$ cat config.mk
export PLATFORM = sky130hd
export DESIGN_NAME = scc_regs
export DESIGN_NICKNAME = d
export VERILOG_FILES = /design/src/core/scc_pkg.sv /design/src/core/scc_regs.sv /design/src/core/scc_sync.sv
export VERILOG_INCLUDE_DIRS = /design/src /design/src/core
export SDC_FILE = /design/constraint.sdc
export NUM_CORES = 1
export LEC_CHECK = 0
export ABC_CLOCK_PERIOD_IN_PS = 2500
export BUFFER_PORTS_ARGS = -buffer_cell sky130_fd_sc_hd__buf_2
export CAP_MARGIN = 20
export CORE_MARGIN = 2
export CORE_UTILIZATION = 35
export DETAILED_ROUTE_END_ITERATION = 10
export GPL_TIMING_DRIVEN = 0
export PLACE_DENSITY = 0.54
export SETUP_SLACK_MARGIN = 0.15
export SYNTH_ARGS = -nofsm -noshare
export SYNTH_HDL_FRONTEND = slang
export SYNTH_HIERARCHICAL = 1
export SYNTH_SLANG_ARGS = --single-unit
$ cat constraint.sdc
create_clock -name clock_in -period 2.5 [get_ports clock_in]
set_clock_uncertainty 0.15 [all_clocks]
set_input_delay 0.25 -clock clock_in [delete_from_list [all_inputs] [get_ports clock_in]]
set_output_delay 0.25 -clock clock_in [all_outputs]
set_load 0.1 [all_outputs]
$ cat src/core/scc_map.svh
// Register offsets, field positions, reset values and timing counts of the supply and CAN control.
`ifndef SCC_MAP_SVH
`define SCC_MAP_SVH

`define SCC_CMD_WRITE      2'h1
`define SCC_ADDR_SUPPLY    5'h0F
`define SCC_ADDR_CAN       5'h10
`define SCC_FRAME_BITS     5'h10

`define SCC_SUPPLY_RESET   8'h00
`define SCC_SUPPLY_MASK    8'h1F
`define SCC_CAN_RESET      8'h80
`define SCC_CAN_MASK       8'hF9

`define SCC_SUP_MODE_HI    4
`define SCC_SUP_MODE_LO    3
`define SCC_BAL_EN_BIT     2
`define SCC_BAL_AUTO_BIT   1
`define SCC_OFF_EN_BIT     0
`define SCC_CAN_MODE_HI    7
`define SCC_CAN_MODE_LO    6
`define SCC_SLEW_HI        5
`define SCC_SLEW_LO        4
`define SCC_WAKE_SEL_BIT   3
`define SCC_FAULT_INT_BIT  0

`define SCC_CLK_PERIOD_NS  10
`define SCC_BLANK_TIME_NS  1000000
`define SCC_BLANK_CYCLES   ((`SCC_BLANK_TIME_NS + `SCC_CLK_PERIOD_NS - 1) / `SCC_CLK_PERIOD_NS)
`define SCC_FAULT_PULSES   3'h5

`endif

$ cat src/core/scc_pkg.sv
// Types shared by the supply and CAN control block.
package scc_pkg;

    typedef enum logic [1:0] {
        SCC_SUP_OFF,
        SCC_SUP_ON_QUIET,
        SCC_SUP_ON_FLAGS,
        SCC_SUP_ON_PROTECT
    } scc_supply_mode_t;

    typedef enum logic [1:0] {
        SCC_CAN_SLEEP_NOWAKE,
        SCC_CAN_RX_ONLY,
        SCC_CAN_SLEEP_WAKE,
        SCC_CAN_TX_RX
    } scc_can_mode_t;

    typedef enum logic [1:0] {
        SCC_SLEW_FAST,
        SCC_SLEW_MEDIUM,
        SCC_SLEW_SLOW
    } scc_slew_t;

endpackage : scc_pkg

$ cat src/core/scc_regs.sv
// Supply and CAN control registers behind a 16-bit serial port, with their control outputs.
`timescale 1ns/1ns
`include "scc_map.svh"
module scc_regs #(
    parameter int BLANK_CYCLES = `SCC_BLANK_CYCLES
) (
    // Clock and reset
    input  wire logic                     clock_in,
    input  wire logic                     rst_n_in,
    // Serial port
    input  wire logic                     sclk_in,
    input  wire logic                     cs_n_in,
    input  wire logic                     mosi_in,
    output logic                          miso_out,
    // Supply monitoring and low-power request
    input  wire logic                     undervoltage_flag_in,
    input  wire logic                     overcurrent_flag_in,
    input  wire logic                     load_high_in,
    input  wire logic                     low_power_req_in,
    // CAN side
    input  wire logic                     normal_mode_in,
    input  wire logic                     can_fault_in,
    input  wire logic                     can_tx_input_in,
    // Supply controls
    output logic                          can_supply_ctl_out,
    output logic                          undervoltage_flag_out,
    output logic                          overcurrent_flag_out,
    output logic                          ballast_on_out,
    output logic                          low_power_grant_out,
    // CAN controls
    output scc_pkg::scc_can_mode_t        can_mode_out,
    output scc_pkg::scc_slew_t            slew_out,
    output logic                          wake_single_out,
    output logic                          can_fault_irq_out
);
    import scc_pkg::*;

    logic [9:0] raw;
    logic [9:0] syn;
    assign raw = {overcurrent_flag_in, undervoltage_flag_in, load_high_in, low_power_req_in,
                  normal_mode_in, can_fault_in, can_tx_input_in, cs_n_in, sclk_in, mosi_in};

    // Every input pin except the clock and reset, the serial clock included, is resampled before any logic sees it.
    // Each stage resets to its pin's idle level, so no false edge follows reset.
    scc_sync #(.WIDTH(10), .RESET_VALUE(10'h00C)) u_sync (
        .clock_in (clock_in),
        .rst_n_in (rst_n_in),
        .async_in (raw),
        .sync_out (syn)
    );

    wire ovc   = syn[9];
    wire uv    = syn[8];
    wire load  = syn[7];
    wire lpreq = syn[6];
    wire norm  = syn[5];
    wire fault = syn[4];
    wire txd   = syn[3];
    wire csn   = syn[2];
    wire sclk  = syn[1];
    wire mosi  = syn[0];

    logic sclk_d;
    logic csn_d;
    logic norm_d;
    logic txd_d;
    always_ff @(posedge clock_in) begin
        if (!rst_n_in) begin
            sclk_d <= 1'b0;
            csn_d  <= 1'b1;
            norm_d <= 1'b0;
            txd_d  <= 1'b1;
        end else begin
            sclk_d <= sclk;
            csn_d  <= csn;
            norm_d <= norm;
            txd_d  <= txd;
        end
    end

    wire sclk_rise = sclk & ~sclk_d;
    wire sclk_fall = ~sclk & sclk_d;
    wire cs_fall   = ~csn & csn_d;
    wire cs_rise   = csn & ~csn_d;
    wire norm_rise = norm & ~norm_d;
    wire tx_dom    = ~txd & txd_d;

    // Serial frame: command in bits 15-14, address in 13-9, parity in 8, data in 7-0.
    logic [15:0] rx_shift;
    logic [15:0] tx_shift;
    logic [4:0]  bit_cnt;
    logic [4:0]  last_addr;
    logic [7:0]  supply_regulator_ctl;
    logic [7:0]  can_transceiver_ctl;

    wire [4:0] rx_addr   = rx_shift[13:9];
    wire       frame_ok  = cs_rise && bit_cnt == `SCC_FRAME_BITS
                           && rx_shift[15:14] == `SCC_CMD_WRITE;
    wire       wr_supply = frame_ok && rx_addr == `SCC_ADDR_SUPPLY;
    wire       wr_can    = frame_ok && rx_addr == `SCC_ADDR_CAN;
    wire [7:0] readback  = (last_addr == `SCC_ADDR_SUPPLY) ? supply_regulator_ctl :
                           (last_addr == `SCC_ADDR_CAN)    ? can_transceiver_ctl  : 8'h00;

    // The reply carries the register addressed by the previous complete write frame, so reads lag one frame.
    always_ff @(posedge clock_in) begin
        if (!rst_n_in) begin
            rx_shift <= 16'h0000;
            tx_shift <= 16'h0000;
            bit_cnt  <= 5'h00;
        end else if (cs_fall) begin
            bit_cnt  <= 5'h00;
            tx_shift <= {8'h00, readback};
        end else if (!csn && sclk_rise) begin
            rx_shift <= {rx_shift[14:0], mosi};
            if (bit_cnt != `SCC_FRAME_BITS) begin
                bit_cnt <= bit_cnt + 5'h01;
            end
        end else if (!csn && sclk_fall) begin
            tx_shift <= {tx_shift[14:0], 1'b0};
        end
    end
    assign miso_out = tx_shift[15];

    always_ff @(posedge clock_in) begin
        if (!rst_n_in) begin
            supply_regulator_ctl <= `SCC_SUPPLY_RESET;
            can_transceiver_ctl  <= `SCC_CAN_RESET;
            last_addr            <= 5'h00;
        end else begin
            if (frame_ok) begin
                last_addr <= rx_addr;
            end
            if (wr_supply) begin
                supply_regulator_ctl <= rx_shift[7:0] & `SCC_SUPPLY_MASK;
            end
            if (wr_can) begin
                can_transceiver_ctl <= rx_shift[7:0] & `SCC_CAN_MASK;
            end
        end
    end

    // Supply regulator: blanking restarts whenever the mode field is rewritten.
    wire [1:0] sup_mode  = supply_regulator_ctl[`SCC_SUP_MODE_HI:`SCC_SUP_MODE_LO];
    wire       sup_off   = sup_mode == SCC_SUP_OFF;
    wire       sup_flags = sup_mode[1];
    wire       sup_prot  = sup_mode == SCC_SUP_ON_PROTECT;
    logic [31:0] blank_cnt;
    logic        blank_done;
    logic        shutdown;
    wire         trip = sup_prot && blank_done && (uv || ovc);
    wire         next_supply_on = !sup_off && !shutdown;

    always_ff @(posedge clock_in) begin
        if (!rst_n_in) begin
            blank_cnt  <= 32'h0000_0000;
            blank_done <= 1'b0;
            shutdown   <= 1'b0;
        end else begin
            if (sup_off || wr_supply) begin
                blank_cnt  <= 32'h0000_0000;
                blank_done <= 1'b0;
            end else if (!blank_done) begin
                blank_cnt  <= blank_cnt + 32'h0000_0001;
                blank_done <= blank_cnt == 32'(BLANK_CYCLES - 1);
            end
            // A trip in the same cycle as a rewrite still latches the shutdown.
            if (trip) begin
                shutdown <= 1'b1;
            end else if (wr_supply) begin
                shutdown <= 1'b0;
            end
        end
    end

    wire next_lp_grant = lpreq && supply_regulator_ctl[`SCC_OFF_EN_BIT];
    wire next_ballast  = supply_regulator_ctl[`SCC_BAL_EN_BIT]
                         || (supply_regulator_ctl[`SCC_BAL_AUTO_BIT] && load);

    // CAN mode is applied only on entry to normal mode; the first entry forces sleep with wake.
    logic           entered_once;
    scc_can_mode_t  next_can_mode;
    assign next_can_mode = !entered_once ? SCC_CAN_SLEEP_WAKE
        : scc_can_mode_t'(can_transceiver_ctl[`SCC_CAN_MODE_HI:`SCC_CAN_MODE_LO]);
    wire [1:0] slew_fld  = can_transceiver_ctl[`SCC_SLEW_HI:`SCC_SLEW_LO];
    scc_slew_t next_slew;
    assign next_slew = slew_fld[1] ? SCC_SLEW_SLOW
                     : (slew_fld[0] ? SCC_SLEW_MEDIUM : SCC_SLEW_FAST);

    // Bus fault: count dominant transmit edges while a failure is present.
    logic [2:0] fault_cnt;
    wire        fault_known = fault_cnt == `SCC_FAULT_PULSES;
    wire        next_irq    = fault && (can_transceiver_ctl[`SCC_FAULT_INT_BIT] || fault_known);

    always_ff @(posedge clock_in) begin
        if (!rst_n_in) begin
            fault_cnt    <= 3'h0;
            entered_once <= 1'b0;
            can_mode_out <= SCC_CAN_SLEEP_WAKE;
        end else begin
            if (!fault) begin
                fault_cnt <= 3'h0;
            end else if (tx_dom && !fault_known) begin
                fault_cnt <= fault_cnt + 3'h1;
            end
            if (norm_rise) begin
                entered_once <= 1'b1;
                can_mode_out <= next_can_mode;
            end
        end
    end

    always_ff @(posedge clock_in) begin
        if (!rst_n_in) begin
            can_supply_ctl_out    <= 1'b0;
            undervoltage_flag_out <= 1'b0;
            overcurrent_flag_out  <= 1'b0;
            ballast_on_out        <= 1'b0;
            low_power_grant_out   <= 1'b0;
            slew_out              <= SCC_SLEW_FAST;
            wake_single_out       <= 1'b0;
            can_fault_irq_out     <= 1'b0;
        end else begin
            can_supply_ctl_out    <= next_supply_on;
            undervoltage_flag_out <= sup_flags && blank_done && uv;
            overcurrent_flag_out  <= sup_flags && blank_done && ovc;
            ballast_on_out        <= next_ballast;
            low_power_grant_out   <= next_lp_grant;
            slew_out              <= next_slew;
            wake_single_out       <= can_transceiver_ctl[`SCC_WAKE_SEL_BIT];
            can_fault_irq_out     <= next_irq;
        end
    end
endmodule : scc_regs

$ cat src/core/scc_sync.sv
// Two-stage synchroniser for a vector of unrelated asynchronous inputs.
`timescale 1ns/1ns
module scc_sync #(
    parameter int               WIDTH       = 1,
    parameter logic [WIDTH-1:0] RESET_VALUE = '0
) (
    // Clock and reset
    input  wire logic             clock_in,
    input  wire logic             rst_n_in,
    // Signals
    input  wire logic [WIDTH-1:0] async_in,
    output logic      [WIDTH-1:0] sync_out
);
    logic [WIDTH-1:0] stage1;

    always_ff @(posedge clock_in) begin
        if (!rst_n_in) begin
            stage1   <= RESET_VALUE;
            sync_out <= RESET_VALUE;
        end else begin
            stage1   <= async_in;
            sync_out <= stage1;
        end
    end
endmodule : scc_sync

==> impl_metrics.toml, run 1 <==
[setup_path]
reg2reg_from = "blank_done"
required_ns = 2.69
reg2regPathDepth = 6
r2r_slack_ns = 0.27
cp.arrival_ns = 2.43
worst_setup_path_start_kind = "flip-flop"
reg2reg_to = "blank_cnt[29]"
worstPathMaxFanout = 10
critPathKind = "flip-flop to flip-flop"
critPathCaptureType = "flip-flop"

[sta]
fin_setup_tns_ns = 0
rsz0062_at_grt = "false"
fmax_ghz = 0.448
hold_viol_final = 0
drv_slew = 0
relSlewSlack_pct = 48.3
final-setup-viol-count = 0
finalCritPeriodShare_pct = 89.3
hold_ws_ns = 0.0908
post-route-min-period_ns = 2.23
tightest_slew_ns = 0.768

[cells_and_area]
final_layout_size_suffix_gt1_share_pct = 13.7
instances_no_fill = 810
final_common_cell = "dfxtp_1"
multi_input_area_sq_mm = 0.00241
area_growth_pct = 21.7
postLayoutCoreUtil_pct = 43.0
antennaDiodeCount = 0
ff_latch_area_sq_mm = 0.00252
mostFrequentLayoutCells = "dfxtp_1, nand2_1, a21oi_1"
num-fill-cells = 1410
fin_nets = 630

[cts]
clk_latency_ns = 0.43
max-clock-path-buffers = 2
htree_levels = 4
path_clk_slew_ns = 0.06
cts_tree = "done"
cts_buffers = 17
clkSinkCount = 126
root_buffer = "clkbuf_16"

[pwr]
power_switching_mw = 1.00
ir_drop_mv = 0.446
leakagePower_nw = 2.20
p_per_area_mw_per_mm2 = 757
intPower_mw = 3.68
swShare_pct = 21.3
comb_power_share_pct = 1.8
p_seq_share_pct = 43.5
clkPwrFrac_pct = 54.7

[global_routing]
grtUsageTotal_pct = 15.2
grt_pass1_wl_mm = 19.0
met2_usage_pct = 24.1
grt_use_met1_pct = 18.9
top_usage_layer = "met2"
antenna_found_initial = 0
grt_max_degree = 17
grt_pass1_vias = 3827
grt.overflow.total = 0
use_met3_pct = 4.77

[die]
num_io_pins = 24
start_util_pct = 35.4
die_area_sq_mm = 0.0155
core_region_area_sq_mm = 0.0144
die_h_um = 124
dieWidth_um = 124
rows = 44

[routing]
vias_per_cell = 5.01
drc_errors = 0
vias = 4056
ant_nets = 0
wl_per_cell_um = 13.7
drt_first_pass_iters = 4
drt_wl_total_mm = 11.1
drtIter0Drc = 263

[synth]
syn-mean-instance-area_sq_um = 9.10
ys_warn_count = 6
syn-instance-count = 558
seq_area_frac_synth_pct = 49.7
ys.flop_type = "dfxtp_1"
syn_area_sq_mm = 0.00508
synth_cell_types = 51
synth_seq_cells = 126
synth.net_count = 575
ys_async_sr_fraction_pct = 0
synth-edff-count = 0

[placement]
hpwl_mm = 7.84
io_buffers = 23
gp_congestion = 0.827
dp.cells = 765

[min_path]
worstHoldPathType = "input port to flip-flop"
holdPathStages = 3
holdCritStartpoint = "rst_n_in"
whs_endpoint = "tx_shift[15]"

[outcome]
outcome = "complete, no violations"

[job]
cap_violations = 0
==> state kept, by name, summed over array words and instances, names as in the netlist, 5 cells and up <==
name                  cells
tx_shift                 16
can_transceiver_ctl       6
blank_cnt                32
supply_regulator_ctl      5
u_sync/sync_out          10
rx_shift                 16
bit_cnt                   5
last_addr                 5
u_sync/stage1            10
==> worst max path at each step <==
stage                             from                endpoint  cells past startpoint
final                       blank_done           blank_cnt[29]                      6
after floorplan           blank_cnt[0]           blank_cnt[28]                      5
after CTS                 blank_cnt[0]           blank_cnt[26]                      5
after detailed placement    bit_cnt[0]  can_transceiver_ctl[7]                      7
after global placement      bit_cnt[0]  can_transceiver_ctl[7]                      7
after global routing        blank_done           blank_cnt[29]                      6
==> routing by layer <==
metal	wire, um	vias to the layer above	part of all wire (%)
met5	0	-	0
met4	277	0	2.5
met3	384	25	3.5
met2	5310	75	48
met1	5120	1878	46
li1	-	2078	-
==> synthesized netlist by cell type, types with 2 or more instances <==
master | count | area [sq um]
dfxtp_1 | 126 | 2520
nand2_1 | 84 | 315
a21oi_1 | 33 | 165
nor2_1 | 31 | 116
clkbuf_1 | 22 | 82.6
a21boi_0 | 21 | 158
and2_1 | 21 | 131
nand3_1 | 21 | 105
mux2i_1 | 16 | 160
nor2b_1 | 15 | 93.8
nand4_1 | 14 | 87.6
or4_1 | 14 | 105
xnor2_1 | 12 | 105
o21ai_0 | 11 | 55.1
nand2b_1 | 10 | 62.6
o31ai_1 | 9 | 67.6
inv_1 | 7 | 26.3
nor4_1 | 7 | 43.8
or3_1 | 7 | 43.8
xor2_1 | 7 | 61.3
nor3b_1 | 6 | 45.0
and3_1 | 5 | 31.3
buf_2 | 5 | 25.0
ha_1 | 5 | 62.6
nor3_1 | 5 | 25.0
and3b_1 | 4 | 35.0
nand3b_1 | 4 | 30.0
and4_1 | 3 | 26.3
a311oi_1 | 2 | 17.5
a31oi_1 | 2 | 12.5
a32oi_1 | 2 | 17.5
nand4b_1 | 2 | 17.5
nor4b_1 | 2 | 17.5
nor4bb_1 | 2 | 20.0
o21a_1 | 2 | 15.0
or2_2 | 2 | 12.5
or3_2 | 2 | 15.0
or3b_2 | 2 | 17.5
==> metrics by stage <==
step	instance area, sq um	worst slack [ns]	total power [mW]
after floorplan	5080	0.454	2.13
final	6180	0.267	4.68
after global routing	6180	0.153	4.84
after CTS	6160	0.164	4.74
after global placement	5430	-0.0693	2.15
after detailed placement	5430	-0.127	2.16
==> critical path, stage by stage, from the launching register on <==
cell,delay (ns)
dfxtp_1,0.29
buf_2,0.17
nand4b_4,0.23
or3_1,0.39
clkbuf_1,0.22
or4_1,0.52
a21oi_1,0.17
==> power groups by stage <==
stage	combinational [mW]	sequential [mW]	clock [mW]
after global placement	0.0727	2.08	0
after floorplan	0.0477	2.08	0
after global routing	0.0942	2.04	2.71
after detailed placement	0.0736	2.08	0
after CTS	0.0857	2.04	2.61
final	0.0846	2.04	2.56
==> area by class of cell <==
| type | count | area share (%) |
|---|---|---|
| sequential | 126 | 40.8 |
| multi-input combinational | 395 | 38.9 |
| clock buffer | 18 | 7.10 |
| timing repair buffer | 36 | 3.84 |
| tap | 184 | 3.72 |
| clock inverter | 14 | 2.93 |
| buffer | 30 | 2.23 |
| inverter | 7 | 0.425 |
==> repair_timing <==
item                                    4_1_cts  5_1_grt
hold endpoints to repair                     10        0
buffers inserted                              1        2
pin swaps                                     1        1
hold buffers                                 10        0
endpoints found under the setup margin       36       53
resized for setup                             3        8
==> kinds of logic (layout without fill, tap and decap cells) <==
family	after synthesis	count (layout)	synth area share [%]
mux	16	16	3.15
compound gates	86	86	10.6
xor+xnor	19	19	3.28
fa+ha+maj	5	5	1.23
flops	126	126	49.7
buf+inv	37	105	3.10
simple gates	269	269	29.0
No activity file was read; power rests on OpenSTA's default activity.
==> run 2: changes to the inputs <==
SYNTH_HIERARCHICAL = unset   (was 1)
==> run 2 against run 1 <==
Die area fell by 2.8%; cell count down 3.8%; design area is 2.8% lower; combinational power down 6.1%; wire length down 5.1%; first-iteration DRC count shrank 8.7%; worst hold slack gained 0.0095 ns; critical endpoint is now blank_cnt[16]; largest power group unchanged; highest routed layer unchanged.
==> impl_metrics.toml, run 2 <==
[synth]
synth.most_common_cell = "dfxtp_1"
ys_top_cells_by_count = "dfxtp_1, nand2_1, a21oi_1, nor2_1, and2_1"
synth_seq_cells = 126
ys_warn_count = 0
synthTopCellsByArea = "dfxtp_1, a21oi_1, nand2_1"
post-synth-top-area-fraction_pct = 51.2
synth-edff-count = 0
syn-mean-instance-area_sq_um = 9.23
ys_async_sr_fraction_pct = 0
syn-instance-count = 534
ys.flop_type = "dfxtp_1"
synth_area_leader_cell = "dfxtp_1"
syn_area_sq_mm = 0.00493
synth.net_count = 551
synth_cell_types = 45
seq_area_frac_synth_pct = 51.2

[die]
rows = 43
dieWidth_um = 123
num_io_pins = 24
start_util_pct = 35.7
die_h_um = 123
core_region_area_sq_mm = 0.0138
die_area_sq_mm = 0.0151

[setup_path]
reg2reg_from = "blank_cnt[0]"
r2r_slack_ns = 0.23
max_stage_delay_ns = 0.54
cp-endpoint = "blank_cnt[16]"
cp.arrival_ns = 2.46
reg2regPathDepth = 7
critPathCaptureType = "flip-flop"
worstPathMaxFanout = 10
worst_setup_path_start_kind = "flip-flop"
startpoint = "blank_cnt[0]"
critPathKind = "flip-flop to flip-flop"
cpMaxStageDelayCell = "or4_1"
required_ns = 2.69
reg2reg_to = "blank_cnt[16]"
path_cells = "ha_2 -> nand4_1 -> or4_1 -> clkbuf_4 -> buf_6 -> or3_1 -> a21oi_1"

[sta]
tightest_slew_ns = 0.677
final-setup-viol-count = 0
hold_viol_final = 0
drv_slew = 0
relSlewSlack_pct = 54.4
fin_setup_tns_ns = 0
final.setup.worst_slack_ns = 0.233
finalCritPeriodShare_pct = 90.7
post-route-min-period_ns = 2.27
fmax_ghz = 0.441
rsz0062_at_grt = "true"

[cells_and_area]
postLayoutCoreUtil_pct = 43.5
mostFrequentLayoutCells = "dfxtp_1, nand2_1, a21oi_1"
reg_top3 = "blank_cnt x32, rx_shift x16, tx_shift x16"
fin_nets = 604
largest_reg_flops = 32
instances_no_fill = 779
antennaDiodeCount = 0
final_layout_size_suffix_gt1_share_pct = 12.7
final_common_cell = "dfxtp_1"
area_growth_pct = 21.9
largest-register = "blank_cnt"

[global_routing]
grt_pass1_vias = 3680
grt_pass1_wl_mm = 17.8
grt_max_degree = 17
grt.overflow.total = 0
grtUsageTotal_pct = 15.2
antenna_found_initial = 0

[cts]
cts_tree = "done"
clk_latency_ns = 0.41
clkSinkCount = 126
max-clock-path-buffers = 2
htree_levels = 4
path_clk_slew_ns = 0.06
root_buffer = "clkbuf_16"
cts_buffers = 17

[routing]
vias = 3868
vias_per_cell = 4.97
drt_wl_total_mm = 10.5
drtIter0Drc = 240
wl_per_cell_um = 13.5
drt_first_pass_iters = 4
drc_errors = 0
ant_nets = 0

[placement]
hpwl_mm = 7.18
io_buffers = 23
gp_congestion = 0.793
pre_cts_slack_ns = 0.0379
dp.cells = 737

[outcome]
outcome = "complete, no violations"

[min_path]
worstHoldPathType = "input port to flip-flop"
holdCritStartpoint = "rst_n_in"

[pwr]
p_per_area_mw_per_mm2 = 760
leakagePower_nw = 2.18
ir_drop_mv = 0.434

[job]
cap_violations = 0
## run 2: cell types whose count changed after synthesis, moves of 5 or more
cell | previous run | this run
nor2b_1 | 15 | 5
nand2_1 | 84 | 72
nand3_1 | 21 | 11
a21oi_1 | 33 | 55
a21boi_0 | 21 | 0
nor2_1 | 31 | 49
clkbuf_1 | 22 | 17
## run 2: power by group
group | switching, mW | internal, mW | leakage [nW]
clock network | 0.861 | 1.59 | 0.279
logic | 0.0437 | 0.0357 | 0.875
registers | 0.00957 | 2.03 | 1.02
## run 2: final cells by class
| type | instances | area (sq um) |
|---|---|---|
| Fill cell | 1314 | 7820 |
| Sequential cell | 126 | 2530 |
| Multi-Input combinational cell | 374 | 2280 |
| Clock buffer | 21 | 450 |
| Tap cell | 180 | 225 |
| Timing Repair Buffer | 34 | 223 |
| Clock inverter | 10 | 140 |
| Buffer | 28 | 139 |
| Inverter | 6 | 22.5 |
## run 2: per-stage QoR
step / power [mW] / hold slack (ns) / cell area (sq um)
6_report: 4.57 / 0.100 / 6010
5_1_grt: 4.72 / 0.108 / 6010
4_1_cts: 4.62 / 0.0857 / 5980
3_5_place_dp: 2.15 / 0.245 / 5270
3_3_place_gp: 2.15 / 0.242 / 5270
2_1_floorplan: 2.12 / 0.201 / 4930
## run 2: worst min path at each step
stage                                       to  slack [ns]  cells past startpoint
after CTS                 overcurrent_flag_out        0.09                      2
after detailed placement    u_sync.sync_out[2]        0.24                      1
after floorplan               u_sync.stage1[2]        0.20                      1
after global placement      u_sync.sync_out[2]        0.24                      1
final                             fault_cnt[0]        0.10                      3
after global routing      overcurrent_flag_out        0.11                      2
## run 2: worst max-delay path, delay by kind of cell (launching register included)
kind | cells | cell delay [ns]
fa+ha+maj | 1 | 0.21
flops | 1 | 0.37
simple gates | 3 | 0.99
compound gates | 1 | 0.13
buf+inv | 2 | 0.34
## run 2: kinds of logic after synthesis
logic type | share of synthesized area (%)
fa+ha+maj | 1.27
simple gates | 26.8
mux | 4.06
flops | 51.2
xor+xnor | 3.55
buf+inv | 3.07
compound gates | 10.0
## run 2: routing by layer
layer	wire (um)	GRT usage (%)
met3	371	4.09
met5	0	0
met2	4760	23.8
met1	5260	19.8
met4	132	5.82
## run 2: what timing repair did
action	in CTS	in global routing
hold buffers	10	0
pin swaps	1	0
endpoints found under the setup margin	31	41
hold endpoints to repair	10	0
setup buffers	1	0
gates resized for setup	3	10
